`src/common/rswps_pkg.sv`:
```
/*
 reset/watchdog/power-save controller package: control register layout,
 reset vectors, timing constants, states and carrier structs.
 assumes a 10 MHz system clock.
*/
package rswps_pkg;
    // reset_control_register bit positions
    localparam int RCR_POR_BIT    = 0;
    localparam int RCR_BOR_BIT    = 1;
    localparam int RCR_IDLE_BIT   = 2;
    localparam int RCR_SLEEP_BIT  = 3;
    localparam int RCR_WATCHDOG_TIMEOUT_FLAG_BIT   = 4;
    localparam int RCR_WATCHDOG_SOFT_ENABLE_BIT = 5;
    localparam int RCR_SWR_BIT    = 6;
    localparam int RCR_EXTERNAL_PIN_RESET_FLAG_BIT   = 7;
    localparam int RCR_LOW_VOLTAGE_THRESHOLD_FIELD_LSB   = 8;
    localparam int RCR_LOW_VOLTAGE_DETECT_ENABLE_BIT  = 12;
    localparam int RCR_REFERENCE_STABLE_FLAG_BIT   = 13;
    localparam int RCR_ILLEGAL_OPERATION_RESET_FLAG_BIT = 14;
    localparam int RCR_TRAP_RESET_FLAG_BIT  = 15;
    localparam logic [15:0] RCR_RESET_VAL = 16'h0003;
    localparam logic [15:0] RCR_WR_MASK   = 16'hDFFF;

    localparam logic [23:0] RESET_VECTOR   = 24'h000000;
    localparam logic [23:0] CLK_FAIL_VECTOR = 24'h000004;
    localparam logic [23:0] PC_STEP        = 24'h000002;

    localparam int CLK_MHZ          = 10;
    localparam int SHORT_DELAY_US   = 10;
    localparam int SHORT_DELAY_CYC  = SHORT_DELAY_US * CLK_MHZ;
    localparam int WDT_WIDTH        = 16;
    localparam int OST_CYC          = 1024;
    localparam int REF_SETTLE_CYC   = 200;

    localparam logic [1:0] PSV_SLEEP = 2'h0;
    localparam logic [1:0] PSV_IDLE  = 2'h1;

    typedef enum logic [2:0] {
        RSW_RUN, RSW_SLEEP, RSW_IDLE, RSW_WAKE_DLY, RSW_WAIT_CLK
    } rsw_state_t;

    typedef struct packed {
        logic        por;
        logic        bor;
        logic        ext_pin;
        logic        sw;
        logic        trap;
        logic        illegal_op;
    } rsw_reset_req_t;

    typedef struct packed {
        logic        osc_crystal;
        logic        pll_used;
        logic        lp_kept;
        logic        fail_safe_clock_monitor_en;
        logic        clk_switch_en;
        logic [1:0]  cur_osc;
        logic [1:0]  cfg_osc;
    } rsw_clk_cfg_t;
endpackage

```
`src/verilog/rswps_ctrl.sv`:
```
/*
 reset cause, watchdog and sleep/idle controller.
 assumes synchronous event pulses from the core, an RC tick from the
 low-power oscillator and oscillator/pll status pins.
*/
`timescale 1ns/10ps
`default_nettype none

// Contract
// - por loads pc zero, sets por and bor; bor sets bor only, clears por.
// - pin reset when running: vector zero, set ext, clear sw, wdt, idle, sleep.
// - software reset: vector zero, set sw, clear ext, wdt, idle, sleep.
// - pin reset in sleep: set ext and sleep, clear wdt and idle.
// - pin reset in idle: set ext and idle, clear wdt and sleep.
// - watchdog overflow outside sleep and idle resets to zero, sets wdt flag only.
// - watchdog overflow in sleep wakes, resumes at pc plus 2, sets sleep, wdt.
// - interrupt wake from sleep sets sleep flag and loads interrupt vector.
// - watchdog counts on rc ticks independent of main clock.
// - fuse bit high enables watchdog permanently; erased value is one.
// - fuse low lets soft enable at bit 5 run the watchdog.
// - threshold field bits 11:8, detector enable bit 12.
// - read-only bit 13 shows reference stable.
// - power-save instruction enters sleep or idle by operand.
// - sleep stops cpu, peripheral, and oscillator unless lp_kept; keeps rc, bor, lvd if enabled.
// - sleep ends on enabled interrupt, any reset or watchdog overflow.
// - wake restarts prior clock; after por or bor use fuse source.
// - wake waits short delay, then startup timer (crystal, not lp_kept) and pll lock when used.
// - clock still dead: fail-safe traps to fast rc, else stall.
// - of the resets only a pin reset in sleep sets sleep flag; por clears it.
// - idle stops cpu clock only; wake resumes at once, at next instruction or at interrupt vector.
// - idle flag set on pin reset in idle and idle wakes; wdt wake sets wdt.
// - all status and control bits are software readable; all but bit 13 are writable.
module rswps_ctrl
    import rswps_pkg::*;
#(
    parameter int WDT_W = WDT_WIDTH,
    parameter int OST_N = OST_CYC
) (
    input  wire logic           i_clk,          // 10 MHz system clock
    input  wire logic           i_sys_rst,      // async reset, high
    input  wire rsw_reset_req_t i_rst_req,      // reset cause pulses
    input  wire logic           i_rc_tick,      // low-power rc clock pin
    input  wire logic           i_wdt_fuse_en,  // watchdog_fuse_enable
    input  wire logic           i_wdt_clr,      // clear instruction pulse
    input  wire logic           i_psv_exec,     // power-save instruction pulse
    input  wire logic [1:0]     i_psv_mode,     // its operand
    input  wire logic           i_irq_wake,     // enabled interrupt at priority
    input  wire logic [23:0]    i_irq_vector,   // that interrupt's vector
    input  wire logic [23:0]    i_pc,           // current program counter
    input  wire rsw_clk_cfg_t   i_clk_cfg,      // clock source settings
    input  wire logic           i_pll_lock,     // pll locked pin
    input  wire logic           i_osc_running,  // crystal running pin
    input  wire logic           i_rcr_we,       // control register write
    input  wire logic [15:0]    i_rcr_wdata,    // write data
    output logic [15:0]         o_rcr,          // reset_control_register
    output logic                o_sys_reset,    // core held in reset
    output logic                o_pc_load,      // load pc pulse
    output logic [23:0]         o_pc_value,     // value to load
    output logic                o_cpu_clk_en,   // cpu clock gate
    output logic                o_periph_clk_en,// peripheral clock gate
    output logic                o_osc_en,       // on-chip oscillator enable
    output logic                o_rc_en,        // low-power rc enable
    output logic                o_lvd_en,       // detector active
    output logic [3:0]          o_lvd_level,    // detector threshold
    output logic                o_clk_fail_trap,// fail-safe trap pulse
    output logic                o_use_fast_rc,  // switched to fast rc
    output logic [1:0]          o_osc_sel       // oscillator chosen on wake
);
    initial begin
        if (WDT_W < 4 || WDT_W > 32) $error("rswps_ctrl: bad WDT_W");
        if (OST_N < 1 || OST_N > 65535) $error("rswps_ctrl: bad OST_N");
    end

    typedef struct packed {
        rsw_state_t  st;
        logic [15:0] rcr;
        logic [WDT_W-1:0] wdt;
        logic [15:0] dly;
        logic [7:0]  ref_cnt;
        logic [2:0]  rc_sync;
        logic        rc_lvl;
        logic        ost_pend;
        logic        sys_reset;
        logic        pc_load;
        logic [23:0] pc_value;
        logic        cpu_en;
        logic        per_en;
        logic        osc_en;
        logic        rc_en;
        logic        trap;
        logic        fast_rc;
        logic [1:0]  osc_sel;
    } rsw_regs_t;

    rsw_regs_t s_r;
    rsw_regs_t s_nxt;

    function automatic logic [15:0] set_flags(input logic [15:0] v,
                                              input logic [15:0] setm,
                                              input logic [15:0] clrm);
        set_flags = (v & ~clrm) | setm;
    endfunction

    function automatic logic [15:0] bit16(input int b);
        bit16 = 16'h0001 << b;
    endfunction

    logic       wdt_run;
    logic       rc_edge;
    logic       wdt_ovf;
    logic [15:0] clr4;

    always_comb begin
        s_nxt = s_r;
        s_nxt.pc_load = 1'b0;
        s_nxt.trap = 1'b0;
        s_nxt.sys_reset = 1'b0;
        // rc tick crosses in: change counts once stages 2 and 3 agree
        s_nxt.rc_sync = {s_r.rc_sync[1:0], i_rc_tick};
        if (s_r.rc_sync[2] == s_r.rc_sync[1]) begin
            s_nxt.rc_lvl = s_r.rc_sync[2];
        end
        rc_edge = s_nxt.rc_lvl & ~s_r.rc_lvl;
        wdt_run = i_wdt_fuse_en | s_r.rcr[RCR_WATCHDOG_SOFT_ENABLE_BIT];
        wdt_ovf = wdt_run && rc_edge && (&s_r.wdt);
        clr4 = bit16(RCR_EXTERNAL_PIN_RESET_FLAG_BIT) | bit16(RCR_SWR_BIT) | bit16(RCR_WATCHDOG_TIMEOUT_FLAG_BIT)
             | bit16(RCR_IDLE_BIT) | bit16(RCR_SLEEP_BIT);
        s_nxt.rc_en = wdt_run;
        if (i_wdt_clr || !wdt_run) begin
            s_nxt.wdt = '0;
        end else if (rc_edge) begin
            s_nxt.wdt = s_r.wdt + 1'b1;
        end
        if (i_rcr_we) begin
            s_nxt.rcr = (i_rcr_wdata & RCR_WR_MASK)
                      | (s_r.rcr & ~RCR_WR_MASK);
        end
        if (s_r.ref_cnt != 8'(REF_SETTLE_CYC)) begin
            s_nxt.ref_cnt = s_r.ref_cnt + 8'h01;
        end
        s_nxt.rcr[RCR_REFERENCE_STABLE_FLAG_BIT] = (s_r.ref_cnt == 8'(REF_SETTLE_CYC));

        if (i_rst_req.por) begin
            s_nxt.rcr = set_flags(s_nxt.rcr,
                bit16(RCR_POR_BIT) | bit16(RCR_BOR_BIT),
                clr4 | bit16(RCR_TRAP_RESET_FLAG_BIT) | bit16(RCR_ILLEGAL_OPERATION_RESET_FLAG_BIT));
            s_nxt.osc_sel = i_clk_cfg.cfg_osc;
        end else if (i_rst_req.bor) begin
            s_nxt.rcr = set_flags(s_nxt.rcr, bit16(RCR_BOR_BIT),
                                  bit16(RCR_POR_BIT));
            s_nxt.osc_sel = i_clk_cfg.cfg_osc;
        end else if (i_rst_req.ext_pin) begin
            if (s_r.st == RSW_SLEEP) begin
                s_nxt.rcr = set_flags(s_nxt.rcr,
                    bit16(RCR_EXTERNAL_PIN_RESET_FLAG_BIT) | bit16(RCR_SLEEP_BIT),
                    bit16(RCR_WATCHDOG_TIMEOUT_FLAG_BIT) | bit16(RCR_IDLE_BIT));
            end else if (s_r.st == RSW_IDLE) begin
                s_nxt.rcr = set_flags(s_nxt.rcr,
                    bit16(RCR_EXTERNAL_PIN_RESET_FLAG_BIT) | bit16(RCR_IDLE_BIT),
                    bit16(RCR_WATCHDOG_TIMEOUT_FLAG_BIT) | bit16(RCR_SLEEP_BIT));
            end else begin
                s_nxt.rcr = set_flags(s_nxt.rcr, bit16(RCR_EXTERNAL_PIN_RESET_FLAG_BIT), clr4);
            end
        end else if (i_rst_req.sw) begin
            s_nxt.rcr = set_flags(s_nxt.rcr, bit16(RCR_SWR_BIT), clr4);
        end else if (i_rst_req.trap) begin
            s_nxt.rcr = set_flags(s_nxt.rcr, bit16(RCR_TRAP_RESET_FLAG_BIT), 16'h0000);
        end else if (i_rst_req.illegal_op) begin
            s_nxt.rcr = set_flags(s_nxt.rcr, bit16(RCR_ILLEGAL_OPERATION_RESET_FLAG_BIT), 16'h0000);
        end else if (wdt_ovf && s_r.st == RSW_SLEEP) begin
            s_nxt.rcr = set_flags(s_nxt.rcr,
                bit16(RCR_WATCHDOG_TIMEOUT_FLAG_BIT) | bit16(RCR_SLEEP_BIT), 16'h0000);
        end else if (wdt_ovf && s_r.st == RSW_IDLE) begin
            s_nxt.rcr = set_flags(s_nxt.rcr,
                bit16(RCR_WATCHDOG_TIMEOUT_FLAG_BIT) | bit16(RCR_IDLE_BIT), 16'h0000);
        end else if (wdt_ovf) begin
            s_nxt.rcr = set_flags(s_nxt.rcr, bit16(RCR_WATCHDOG_TIMEOUT_FLAG_BIT), clr4);
        end else if (i_irq_wake && s_r.st == RSW_SLEEP) begin
            s_nxt.rcr = set_flags(s_nxt.rcr, bit16(RCR_SLEEP_BIT), 16'h0000);
        end else if (i_irq_wake && s_r.st == RSW_IDLE) begin
            s_nxt.rcr = set_flags(s_nxt.rcr, bit16(RCR_IDLE_BIT), 16'h0000);
        end

        if (|i_rst_req || (wdt_ovf && s_r.st != RSW_SLEEP && s_r.st != RSW_IDLE)) begin
            s_nxt.sys_reset = 1'b1;
            s_nxt.pc_load = 1'b1;
            s_nxt.pc_value = RESET_VECTOR;
            s_nxt.wdt = '0;
            s_nxt.cpu_en = 1'b1;
            s_nxt.per_en = 1'b1;
            s_nxt.osc_en = 1'b1;
            s_nxt.st = RSW_RUN;
            if (s_r.st == RSW_SLEEP) begin
                s_nxt.cpu_en = 1'b0;
                s_nxt.per_en = 1'b0;
                s_nxt.ost_pend = i_clk_cfg.osc_crystal & ~i_clk_cfg.lp_kept;
                s_nxt.dly = 16'(SHORT_DELAY_CYC);
                s_nxt.st = RSW_WAKE_DLY;
            end
        end else begin
            case (s_r.st)
                RSW_RUN: begin
                    if (i_psv_exec) begin
                        s_nxt.cpu_en = 1'b0;
                        if (i_psv_mode == PSV_SLEEP) begin
                            s_nxt.per_en = 1'b0;
                            s_nxt.osc_en = i_clk_cfg.lp_kept;
                            s_nxt.st = RSW_SLEEP;
                        end else begin
                            s_nxt.st = RSW_IDLE;
                        end
                    end
                end
                RSW_SLEEP: begin
                    if (wdt_ovf || i_irq_wake) begin
                        s_nxt.pc_value = wdt_ovf ? (i_pc + PC_STEP) : i_irq_vector;
                        s_nxt.osc_en = 1'b1;
                        if (i_clk_cfg.clk_switch_en) begin
                            s_nxt.osc_sel = i_clk_cfg.cur_osc;
                        end
                        s_nxt.ost_pend = i_clk_cfg.osc_crystal & ~i_clk_cfg.lp_kept;
                        s_nxt.dly = 16'(SHORT_DELAY_CYC);
                        s_nxt.st = RSW_WAKE_DLY;
                    end
                end
                RSW_IDLE: begin
                    if (wdt_ovf || i_irq_wake) begin
                        s_nxt.pc_load = i_irq_wake;
                        s_nxt.pc_value = i_irq_vector;
                        s_nxt.cpu_en = 1'b1;
                        s_nxt.st = RSW_RUN;
                    end
                end
                RSW_WAKE_DLY: begin
                    s_nxt.osc_en = 1'b1;
                    if (s_r.dly > 16'h0001) begin
                        s_nxt.dly = s_r.dly - 16'h0001;
                    end else if (s_r.ost_pend) begin
                        s_nxt.ost_pend = 1'b0;
                        s_nxt.dly = 16'(OST_N);
                    end else if (!i_clk_cfg.pll_used || i_pll_lock) begin
                        s_nxt.st = RSW_WAIT_CLK;
                    end
                end
                RSW_WAIT_CLK: begin
                    if (i_osc_running || !i_clk_cfg.osc_crystal) begin
                        s_nxt.cpu_en = 1'b1;
                        s_nxt.per_en = 1'b1;
                        s_nxt.pc_load = ~s_r.sys_reset;
                        s_nxt.st = RSW_RUN;
                    end else if (i_clk_cfg.fail_safe_clock_monitor_en) begin
                        s_nxt.trap = 1'b1;
                        s_nxt.fast_rc = 1'b1;
                        s_nxt.pc_value = CLK_FAIL_VECTOR;
                        s_nxt.pc_load = 1'b1;
                        s_nxt.cpu_en = 1'b1;
                        s_nxt.per_en = 1'b1;
                        s_nxt.st = RSW_RUN;
                    end
                end
                default: s_nxt.st = RSW_RUN;
            endcase
        end
    end

    always_ff @(posedge i_clk or posedge i_sys_rst) begin
        if (i_sys_rst) begin
            s_r <= '{st: RSW_RUN, rcr: RCR_RESET_VAL, wdt: '0, dly: 16'h0000,
                     ref_cnt: 8'h00, rc_sync: 3'h0, rc_lvl: 1'b0, ost_pend: 1'b0,
                     sys_reset: 1'b1, pc_load: 1'b0, pc_value: RESET_VECTOR,
                     cpu_en: 1'b1, per_en: 1'b1, osc_en: 1'b1, rc_en: 1'b0,
                     trap: 1'b0, fast_rc: 1'b0, osc_sel: 2'h0};
        end else begin
            s_r <= s_nxt;
        end
    end

    assign o_rcr           = s_r.rcr;
    assign o_sys_reset     = s_r.sys_reset;
    assign o_pc_load       = s_r.pc_load;
    assign o_pc_value      = s_r.pc_value;
    assign o_cpu_clk_en    = s_r.cpu_en;
    assign o_periph_clk_en = s_r.per_en;
    assign o_osc_en        = s_r.osc_en;
    assign o_rc_en         = s_r.rc_en;
    assign o_lvd_en        = s_r.rcr[RCR_LOW_VOLTAGE_DETECT_ENABLE_BIT];
    assign o_lvd_level     = s_r.rcr[RCR_LOW_VOLTAGE_THRESHOLD_FIELD_LSB +: 4];
    assign o_clk_fail_trap = s_r.trap;
    assign o_use_fast_rc   = s_r.fast_rc;
    assign o_osc_sel       = s_r.osc_sel;
endmodule // rswps_ctrl

`default_nettype wire

```
`config.mk`:
```
export PLATFORM = sky130hd
export DESIGN_NAME = rswps_ctrl
export DESIGN_NICKNAME = d
export VERILOG_FILES = /design/src/common/rswps_pkg.sv /design/src/verilog/rswps_ctrl.sv
export SDC_FILE = /design/constraint.sdc
export NUM_CORES = 1
export LEC_CHECK = 0
export ABC_CLOCK_PERIOD_IN_PS = 4100
export BUFFER_PORTS_ARGS = -buffer_cell sky130_fd_sc_hd__buf_2
export CAP_MARGIN = 20
export CELL_PAD_IN_SITES_DETAIL_PLACEMENT = 2
export CELL_PAD_IN_SITES_GLOBAL_PLACEMENT = 2
export CORE_UTILIZATION = 30
export DETAILED_ROUTE_END_ITERATION = 6
export GPL_TIMING_DRIVEN = 0
export HOLD_SLACK_MARGIN = 0.05
export MAX_ROUTING_LAYER = met4
export PLACE_DENSITY_LB_ADDON = 0.1
export REMOVE_ABC_BUFFERS = 1
export SLEW_MARGIN = 10
export SYNTH_ARGS = -nofsm -noshare
export SYNTH_HDL_FRONTEND = slang
export SYNTH_SLANG_ARGS = --single-unit
export TNS_END_PERCENT = 10
```
`constraint.sdc`:
```
create_clock -name i_clk -period 4.1 [get_ports i_clk]
set_input_delay 0.205 -clock i_clk [delete_from_list [all_inputs] [get_ports i_clk]]
set_output_delay 0.205 -clock i_clk [all_outputs]
set_load 0.1 [all_outputs]
```
==> results of run 1 <==
metal layers:
metal	wire (um)	up-vias	GRT usage
met5	0	-	-
met4	226	0	0.0622
met3	954	13	0.0409
met2	9270	104	0.331
met1	8850	2648	0.254
li1	-	2513	-
worst max path at each step:
stage	endpoint	cells after the start
after floorplan	s_r[64]	5
after global placement	o_pc_value[21]	5
after detailed placement	o_pc_value[11]	5
after CTS	o_pc_value[3]	5
after global routing	o_pc_value[23]	5
final	o_pc_value[3]	5
power by group:
group	switching (mW)	leakage [nW]	internal [mW]	total, mW
combinational	0.251	1.61	0.0915	0.342
clock	0.422	0.164	0.560	0.982
sequential	0.0137	1.28	0.986	0.999
total	0.686	3.05	1.64	2.32
cell type report:
class / count / area (um2)
Clock inverter: 6 / 95.1
Timing Repair Buffer: 150 / 813
Sequential cell: 98 / 2460
Inverter: 15 / 61.3
Multi-Input combinational cell: 479 / 3010
Clock buffer: 10 / 239
Antenna cell: 3 / 7.51
Fill cell: 2223 / 12500
Tap cell: 265 / 332
sequential cells by signal (all words and copies together), names as in the netlist:
signal           flops
o_sys_reset          1
o_cpu_clk_en         1
o_periph_clk_en      1
o_clk_fail_trap      1
o_rcr               16
o_rc_en              1
s_r                 46
o_pc_value          24
s_nxt                2
o_osc_en             1
o_use_fast_rc        1
o_pc_load            1
o_osc_sel            2
worst max-delay path, cell delays in order, from the launching register on:
cell,delay [ps]
dfrtp_1,820
nor3b_2,860
nor2_1,300
a31oi_1,600
nand2_1,640
o21ai_0,360
cells in the mapped netlist, drive strengths merged, types with 3 or more instances:
cell / count / area [um2]
or4: 5 / 37.5
a41oi: 6 / 52.6
inv: 15 / 56.3
xor2: 19 / 166
dfstp: 6 / 158
mux2i: 11 / 110
a32o: 3 / 30.0
dfrtp: 92 / 2300
nand4: 13 / 87.6
or2: 5 / 31.3
ha: 6 / 75.1
nor2b: 4 / 25.0
and4: 3 / 26.3
a211oi: 6 / 45.0
a21o: 3 / 23.8
nor3b: 5 / 53.8
clkbuf: 13 / 50.0
o211ai: 3 / 22.5
xnor2: 27 / 236
nand3b: 8 / 60.1
o21ai: 43 / 226
nand2b: 9 / 56.3
a221oi: 3 / 26.3
nor4: 10 / 75.1
nor3: 23 / 149
a21oi: 34 / 170
a31oi: 7 / 43.8
mux2: 8 / 90.1
or3: 4 / 25.0
and3: 5 / 31.3
nand2: 75 / 282
nor2: 56 / 218
nand3: 25 / 125
buf: 56 / 413
o31ai: 3 / 22.5
a22oi: 19 / 143
cell families after synthesis:
| family | Yosys count |
|---|---|
| AOI/OAI and AO/OA | 148 |
| xor gates and xnor gates | 46 |
| adders and majority gates | 7 |
| buffers and inverters | 84 |
| DFF | 98 |
| muxes | 19 |
| and+or+nand+nor | 259 |
timing repair:
item                                    in CTS  in global routing
endpoints found under the setup margin       0                  0
hold buffers                                 3                  0
hold endpoints to repair                    42                  0
stage by stage:
stage                     setup slack [ps]  setup TNS, ps  hold WS (ps)  cells
after floorplan                       1230              0           236    592
after global placement                -774         -42510           317   1001
after detailed placement               280              0           270   1004
after CTS                              273              0          61.2   1023
after global routing                  47.2              0          76.1   1026
final                                  397              0          75.3   1026
layout by cell type, fill, tap and decap left out, types with 7 or more instances in the layout:
cell	n
xnor2_1	27
a31oi_1	7
nand2b_1	9
nand3b_1	8
mux2_2	8
nor3_1	20
a22oi_1	19
xor2_1	19
nor4_1	8
o21ai_0	37
nor2_1	53
nand3_1	25
a21oi_1	34
nand2_1	75
clkbuf_16	9
dfrtp_1	92
mux2i_1	11
buf_2	144
inv_1	14
nand4_1	12
==> qor.yml, run 1 <==
setup_path:
  reg2reg_to: "o_pc_value[3]"
  arrival_ps: 3960
  r2r_slack_ps: 400
  critPathCaptureType: "flip-flop"
  ff2ff_path_depth: 5
  worst_ep_required_time_ps: 4360
  cp-start-kind: "flip-flop"
  critical_path_class: "flip-flop to flip-flop"
  startpoint: "s_r[96]"
  timing.rr.start: "s_r[96]"
  crit_path_max_fanout: 26
routing:
  drc: 0
  wl_per_cell_um: 18.8
  drt_iter0_drc: 177
  first_pass_iters: 4
  via_per_inst: 5.14
  route.vias.total: 5278
  wl_um: 19300
  final_antenna_net_count: 0
hold_path:
  min_to: "o_rcr[10]"
  holdPathStages: 2
  holdCritStartpoint: "i_rcr_wdata[10]"
  holdCritPathClass: "input port to flip-flop"
placement:
  placed_cell_area_mm2: 0.00665
  io_buffers: 144
  dp_hpwl_um: 14600
  gp_congestion: 0.761
clock_tree:
  cts_max_level: 3
  post_cts_buffers: 0
  cts-buffers-inserted: 9
  cts_tree: "built"
  cts.sinks: 98
  cts_buffer_depth: 2
  path_clk_slew_ps: 70
  post_cts_resized: 0
  clockRootBuffer: "clkbuf_16"
  clk_latency_ps: 360
layout:
  synthToLayoutAreaGrowth_pct: 17.3
  finalNetCount: 850
  final_core_util: 0.360
  drive_above_1_share: 0.264
  fin_area_mm2: 0.00702
floorplan:
  dieArea_mm2: 0.0205
  core_mm2: 0.0195
  ios: 146
  num_rows: 51
  die_h_um: 143
  start_util: 0.307
  die_w_um: 143
logic_synthesis:
  synth_xor_area_frac: 0.0673
  synth_compound_area_frac: 0.161
  synth_top_family_by_area: "simple AND/OR/NAND/NOR gates"
  ys_types: 69
  yosys_register_bits: 98
  ys.flop_type: "dfrtp_1"
  postSynth.asyncResetShare: 1.00
  synthMuxAreaShare: 0.0334
  syn-instance-count: 661
  synthSimpleGateAreaFrac: 0.227
  yosys_warnings: 0
  synth.cell_area_mm2: 0.00599
  synth_area_per_cell_um2: 9.06
  synth_edf_count: 0
  synthAdderAreaFrac: 0.0142
  yosysSeqAreaShare: 0.411
timing:
  hold_viol: 0
  maxSlewHeadroom: 0.362
  period_minus_slack_ps: 3700
  max_freq_mhz: 270
  worst_pin_slew_ps: 949
  min_period_over_period: 0.903
  fin_worst_skew_ps: 11.5
  rsz0062_at_grt: "no"
  setup_violations: 0
  drv_slew: 0
grt:
  grt_pass1_vias: 5702
  grt.total_usage: 0.204
  antenna_found_initial: 3
  grt_max_degree: 57
  grt_pass1_wl_um: 31100
  grt_remaining_overflow: 0
power:
  power_mw: 2.32
  ir_drop_mv: 0.185
  leakage_nw: 3.05
  power_density_mw_per_mm2: 331
run:
  cap_viol_max_count: 0
outcome:
  status: "completed"
(Power assumes the default switching activity.)
==> inputs of run 2 (changes only) <==
--- a/config.mk
+++ b/config.mk
@@ -16,6 +16,7 @@
 export HOLD_SLACK_MARGIN = 0.05
 export MAX_ROUTING_LAYER = met4
 export PLACE_DENSITY_LB_ADDON = 0.1
+export RECOVER_POWER = 100
 export REMOVE_ABC_BUFFERS = 1
 export SLEW_MARGIN = 10
 export SYNTH_ARGS = -nofsm -noshare
==> qor.yml, run 2 (same netlist as run 1, synthesis figures left out) <==
routing:
  first_pass_iters: 4
  final_antenna_net_count: 0
  wl_um: 19300
  drt_iter0_drc: 200
  via_per_inst: 5.16
  drc: 0
  wl_per_cell_um: 18.8
  route.vias.total: 5291
layout:
  layout_commonest_cell: "dfrtp_1"
  fill_cells: 2263
  largest_reg_flops: 46
  synthToLayoutAreaGrowth_pct: 14.7
  final_core_util: 0.352
  final-seq-area_mm2: 0.00246
  multi_input_area_mm2: 0.00298
  drive_above_1_share: 0.179
  finalNetCount: 850
  layout_common_cells: "dfrtp_1, buf_2, nand2_1, clkbuf_1, nor2_1"
  fin_area_mm2: 0.00687
  largest_register: "s_r"
setup_path:
  critical_path_class: "flip-flop to flip-flop"
  cp-start-kind: "flip-flop"
  max_stage_delay_ps: 860
  worst_ep_required_time_ps: 4340
  cp_cell_sequence: "nor3b_2, nor2_1, a31oi_1, clkbuf_1, o21ai_1, nand2_1, o21ai_0"
  cpLargestDelayFamily: "simple AND/OR/NAND/NOR gates"
  crit_buf_inv: 1
  crit_path_max_fanout: 26
  arrival_ps: 4000
  critPathCaptureType: "flip-flop"
  cp_slowest_cell: "nor3b_2"
clock_tree:
  path_clk_slew_ps: 80
  cts_tree: "built"
  cts_max_level: 3
  cts_buffer_depth: 2
  cts.sinks: 98
  clk_latency_ps: 360
  post_cts_buffers: 0
  clockRootBuffer: "clkbuf_16"
  cts-buffers-inserted: 9
placement:
  io_buffers: 144
  gp_congestion: 0.761
  dp_hpwl_um: 14600
  placed_cell_area_mm2: 0.00665
floorplan:
  start_util: 0.307
  core_mm2: 0.0195
  dieArea_mm2: 0.0205
  die_h_um: 143
  ios: 146
  die_w_um: 143
  num_rows: 51
timing:
  period_minus_slack_ps: 3760
  maxSlewHeadroom: -0.360
  fin_worst_skew_ps: 11.4
  rsz0062_at_grt: "no"
  max_freq_mhz: 266
  min_period_over_period: 0.918
  worst_pin_slew_ps: 2030
  drv_slew: 118
  setup_violations: 0
  hold_viol: 0
power:
  ir_drop_mv: 0.188
  power_density_mw_per_mm2: 337
  leakage_nw: 2.83
outcome:
  status: "finished with violations"
  violations: "capacitance limit, slew limit"
grt:
  grt_pass1_vias: 5702
  grt.total_usage: 0.204
  antenna_found_initial: 3
  grt_remaining_overflow: 0
  grt_pass1_wl_um: 31100
  grt_max_degree: 57
run:
  cap_viol_max_count: 3
hold_path:
  holdCritPathClass: "input port to flip-flop"
## run 2: changes by cell type in the layout (fill, tap and decap cells not counted), sizes merged
cell / before / now
buf: 147 / 88
clkbuf: 10 / 69
clkinvlp: 0 / 1
inv: 18 / 17
## run 2: final timing paths
path | slack, ps | cells after the start | end | from
min in group asynchronous | 900 | 3 | s_r[52] | i_sys_rst
min | 70 | 2 | o_rcr[10] | i_rcr_wdata[10]
max in group asynchronous | 960 | 4 | o_rcr[13] | i_sys_rst
min reg2reg | 370 | 0 | s_nxt[38] | s_nxt[37]
max | 340 | 7 | s_r[53] | s_r[96]
max reg2reg | 340 | 7 | s_r[53] | s_r[96]
## run 2: area by class of cell
type / count / area share
inverter: 15 / 0.00838
sequential: 98 / 0.358
antenna: 3 / 0.00109
multi-input combinational: 479 / 0.435
clock buffer: 10 / 0.0348
timing repair buffer: 150 / 0.101
tap: 265 / 0.0483
clock inverter: 6 / 0.0138
## run 2: layer usage
metal / part of all wire / GRT usage / wire (um)
met1: 0.46 / 0.254 / 8770
met2: 0.48 / 0.331 / 9310
met3: 0.050 / 0.0409 / 961
met4: 0.011 / 0.0622 / 216
met5: 0 / - / 0
## run 2: per-stage QoR
| stage | std cells | total power, mW | worst slack (ps) | setup TNS (ps) | hold slack (ps) |
|---|---|---|---|---|---|
| CTS | 1023 | 2.37 | 273 | 0 | 61.2 |
| detailed placement | 1004 | 1.36 | 280 | 0 | 270 |
| global placement | 1001 | 1.35 | -774 | -42510 | 317 |
| floorplan | 592 | 1.24 | 1230 | 0 | 236 |
| global route | 1026 | 2.41 | 44.9 | 0 | 76.1 |
| finish | 1026 | 2.32 | 337 | 0 | 72.2 |
## run 2: power by group
| part | leakage [nW] | switching, mW | total, mW | internal [mW] |
|---|---|---|---|---|
| logic | 1.39 | 0.249 | 0.332 | 0.0824 |
| clock network | 0.164 | 0.425 | 0.985 | 0.560 |
| registers | 1.28 | 0.0141 | 1.00 | 0.985 |
## run 2: what timing repair did
| action | 4_1_cts | 5_1_grt |
|---|---|---|
| hold buffers | 3 | 0 |
| hold endpoints to repair | 42 | 0 |
| setup endpoints to repair | 0 | 0 |
| resized for setup | 0 | 0 |
==> inputs of run 3 (changes only) <==
--- a/config.mk
+++ b/config.mk
@@ -5,12 +5,14 @@
 export SDC_FILE = /design/constraint.sdc
 export NUM_CORES = 1
 export LEC_CHECK = 0
+export ABC_AREA = 1
 export ABC_CLOCK_PERIOD_IN_PS = 4100
 export BUFFER_PORTS_ARGS = -buffer_cell sky130_fd_sc_hd__buf_2
 export CAP_MARGIN = 20
 export CELL_PAD_IN_SITES_DETAIL_PLACEMENT = 2
 export CELL_PAD_IN_SITES_GLOBAL_PLACEMENT = 2
 export CORE_UTILIZATION = 30
+export CTS_CLUSTER_SIZE = 28
 export DETAILED_ROUTE_END_ITERATION = 6
 export GPL_TIMING_DRIVEN = 0
 export HOLD_SLACK_MARGIN = 0.05
==> qor.yml, run 3 <==
outcome:
  status: "finished with violations"
  violations: "capacitance limit, slew limit"
floorplan:
  start_util: 0.307
  dieArea_mm2: 0.0222
  die_h_um: 149
  ios: 146
  die_w_um: 149
  num_rows: 53
  core_mm2: 0.0211
setup_path:
  arrival_ps: 3730
  cp-start-kind: "flip-flop"
  critPathCaptureType: "flip-flop"
  reg2reg_to: "s_r[52]"
  crit_path_max_fanout: 20
  worst_ep_required_time_ps: 4350
  critical_path_class: "flip-flop to flip-flop"
  ff2ff_path_depth: 8
  timing.rr.start: "s_nxt[38]"
  r2r_slack_ps: 620
clock_tree:
  cts-buffers-inserted: 9
  cts.sinks: 98
  cts_hold_buf: 10
  clk_latency_ps: 360
  post_cts_resized: 0
  cts_buffer_depth: 2
  path_clk_slew_ps: 80
  post_cts_buffers: 0
  cts_tree: "built"
  clockRootBuffer: "clkbuf_16"
  cts_max_level: 3
timing:
  min_period_over_period: 0.849
  setup_slack_ps: 620
  maxSlewHeadroom: -0.204
  rsz0062_at_grt: "no"
  setup_violations: 0
  worst_pin_slew_ps: 1810
  max_freq_mhz: 287
  drv_slew: 69
  fin_worst_skew_ps: 9.12
  period_minus_slack_ps: 3480
  hold_viol: 0
power:
  power_mw: 2.93
  leakage_nw: 3.47
  ir_drop_mv: 0.222
  power_density_mw_per_mm2: 394
logic_synthesis:
  synth.most_common_cell: "nand2_1"
  netlist_top_cells_area: "dfrtp_1, nand2_1, buf_4"
  synthAdderAreaFrac: 0.0116
  synth_top_family_by_area: "simple AND/OR/NAND/NOR gates"
  synthTopCellsByCount: "nand2_1, nor2_1, dfrtp_1"
  yosys_register_bits: 98
  yosysSeqAreaShare: 0.380
  synthMuxAreaShare: 0.00309
  netlist.area_leader.share: 0.355
  synth_area_per_cell_um2: 7.21
  postSynth.asyncResetShare: 1.00
  ys.flop_type: "dfrtp_1"
  synth_edf_count: 0
  syn-instance-count: 899
  synth_top_cell_by_area: "dfrtp_1"
  synthSimpleGateAreaFrac: 0.359
  synth_compound_area_frac: 0.0958
  yosys_warnings: 0
  ys_types: 41
  synth_xor_area_frac: 0.0365
  synth.cell_area_mm2: 0.00648
layout:
  drive_above_1_share: 0.147
  largest_reg_flops: 46
  largest_register: "s_r"
  layout_commonest_cell: "nand2_1"
  finalNetCount: 1095
  final_core_util: 0.352
  synthToLayoutAreaGrowth_pct: 14.5
  layout_common_cells: "nand2_1, nor2_1, dfrtp_1, buf_2, nand3_1"
routing:
  via_per_inst: 4.85
  wl_um: 21300
  final_antenna_net_count: 0
  wl_per_cell_um: 16.7
  drt_iter0_drc: 196
  drc: 0
  first_pass_iters: 4
  route.vias.total: 6205
placement:
  gp_congestion: 0.794
  io_buffers: 144
  dp_hpwl_um: 15800
  place_ws_ps: 722
grt:
  busiest_layer: "met2"
  met2_usage: 0.354
  grt_util_met1: 0.261
  grt_use_met3: 0.0272
  grt.total_usage: 0.207
  grt_remaining_overflow: 0
  grt_max_degree: 69
  grt_pass1_vias: 6805
  antenna_found_initial: 1
  grt_pass1_wl_um: 35400
hold_path:
  holdCritPathClass: "input port to flip-flop"
  min_to: "o_rcr[1]"
  holdPathStages: 3
  holdCritStartpoint: "i_rcr_wdata[1]"
run:
  cap_viol_max_count: 1
[run 3: cell count changes after synthesis, moves of 16 or more]
cell     change
inv_1       +47
nand3_1     +46
nand2_1    +192
nand4_1     +16
xnor2_1     -20
nor2_1      +45
a22oi_1     -19
[run 3: power by group]
group	total [mW]	switching (mW)	internal [mW]	leakage, nW
Clock	1.06	0.427	0.635	0.176
Sequential	1.05	0.0424	1.01	1.29
Combinational	0.813	0.579	0.234	2.00
Total	2.93	1.05	1.88	3.47
[run 3: metal layers]
| metal | wire length, um | part of all wire | vias to the layer above |
|---|---|---|---|
| met2 | 10400 | 0.49 | 91 |
| met4 | 223 | 0.010 | 0 |
| met3 | 606 | 0.028 | 13 |
| met1 | 10100 | 0.47 | 3032 |
| li1 | - | - | 3069 |
| met5 | 0 | 0 | - |
[run 3: kinds of logic after synthesis]
family	after synthesis
AO/OA/AOI/OAI	110
XOR/XNOR	27
adder cells (fa/ha/maj)	6
buffers and inverters	139
flip-flops	98
multiplexers	2
AND/OR/NAND/NOR	517
[run 3: critical path, cell delays in order, from the launching register on]
cell and delay, ps:
dfrtp_1 370, nand2_1 110, nor2_4 210, nand3_2 220, nor2_1 920, nor2_1 280, nand3_4 230, nand3_1 620
o21ai_0 400
[run 3: worst max-delay path by stage]
stage          depth (start not counted)      start  slack, ps   endpoint
2_1_floorplan                         10   o_rcr[5]       1280    s_r[54]
3_3_place_gp                           2  i_sys_rst       -260  o_rcr[13]
3_5_place_dp                          12    s_r[63]        720    s_r[57]
4_1_cts                               11    s_r[63]        690    s_r[53]
5_1_grt                                9    s_r[63]        200    s_r[52]
6_report                               8  s_nxt[38]        620    s_r[52]
[run 3: area by class of cell]
type / instances / area, um2
sequential: 98 / 2460
clock buffer: 11 / 253
clock inverter: 5 / 108
fill: 2624 / 13700
multi-input combinational: 662 / 3210
timing repair buffer: 157 / 769
tap: 275 / 344
inverter: 70 / 267
antenna: 2 / 5.00
[run 3: metrics by stage]
step	hold WS, ps	cell area (um2)	cells	TNS [ps]
6_report	58.3	7420	1280	0
5_1_grt	73.5	7410	1279	0
4_1_cts	50.7	7570	1277	0
3_5_place_dp	212	7110	1251	0
3_3_place_gp	319	7070	1249	-22930
2_1_floorplan	236	6000	830	0
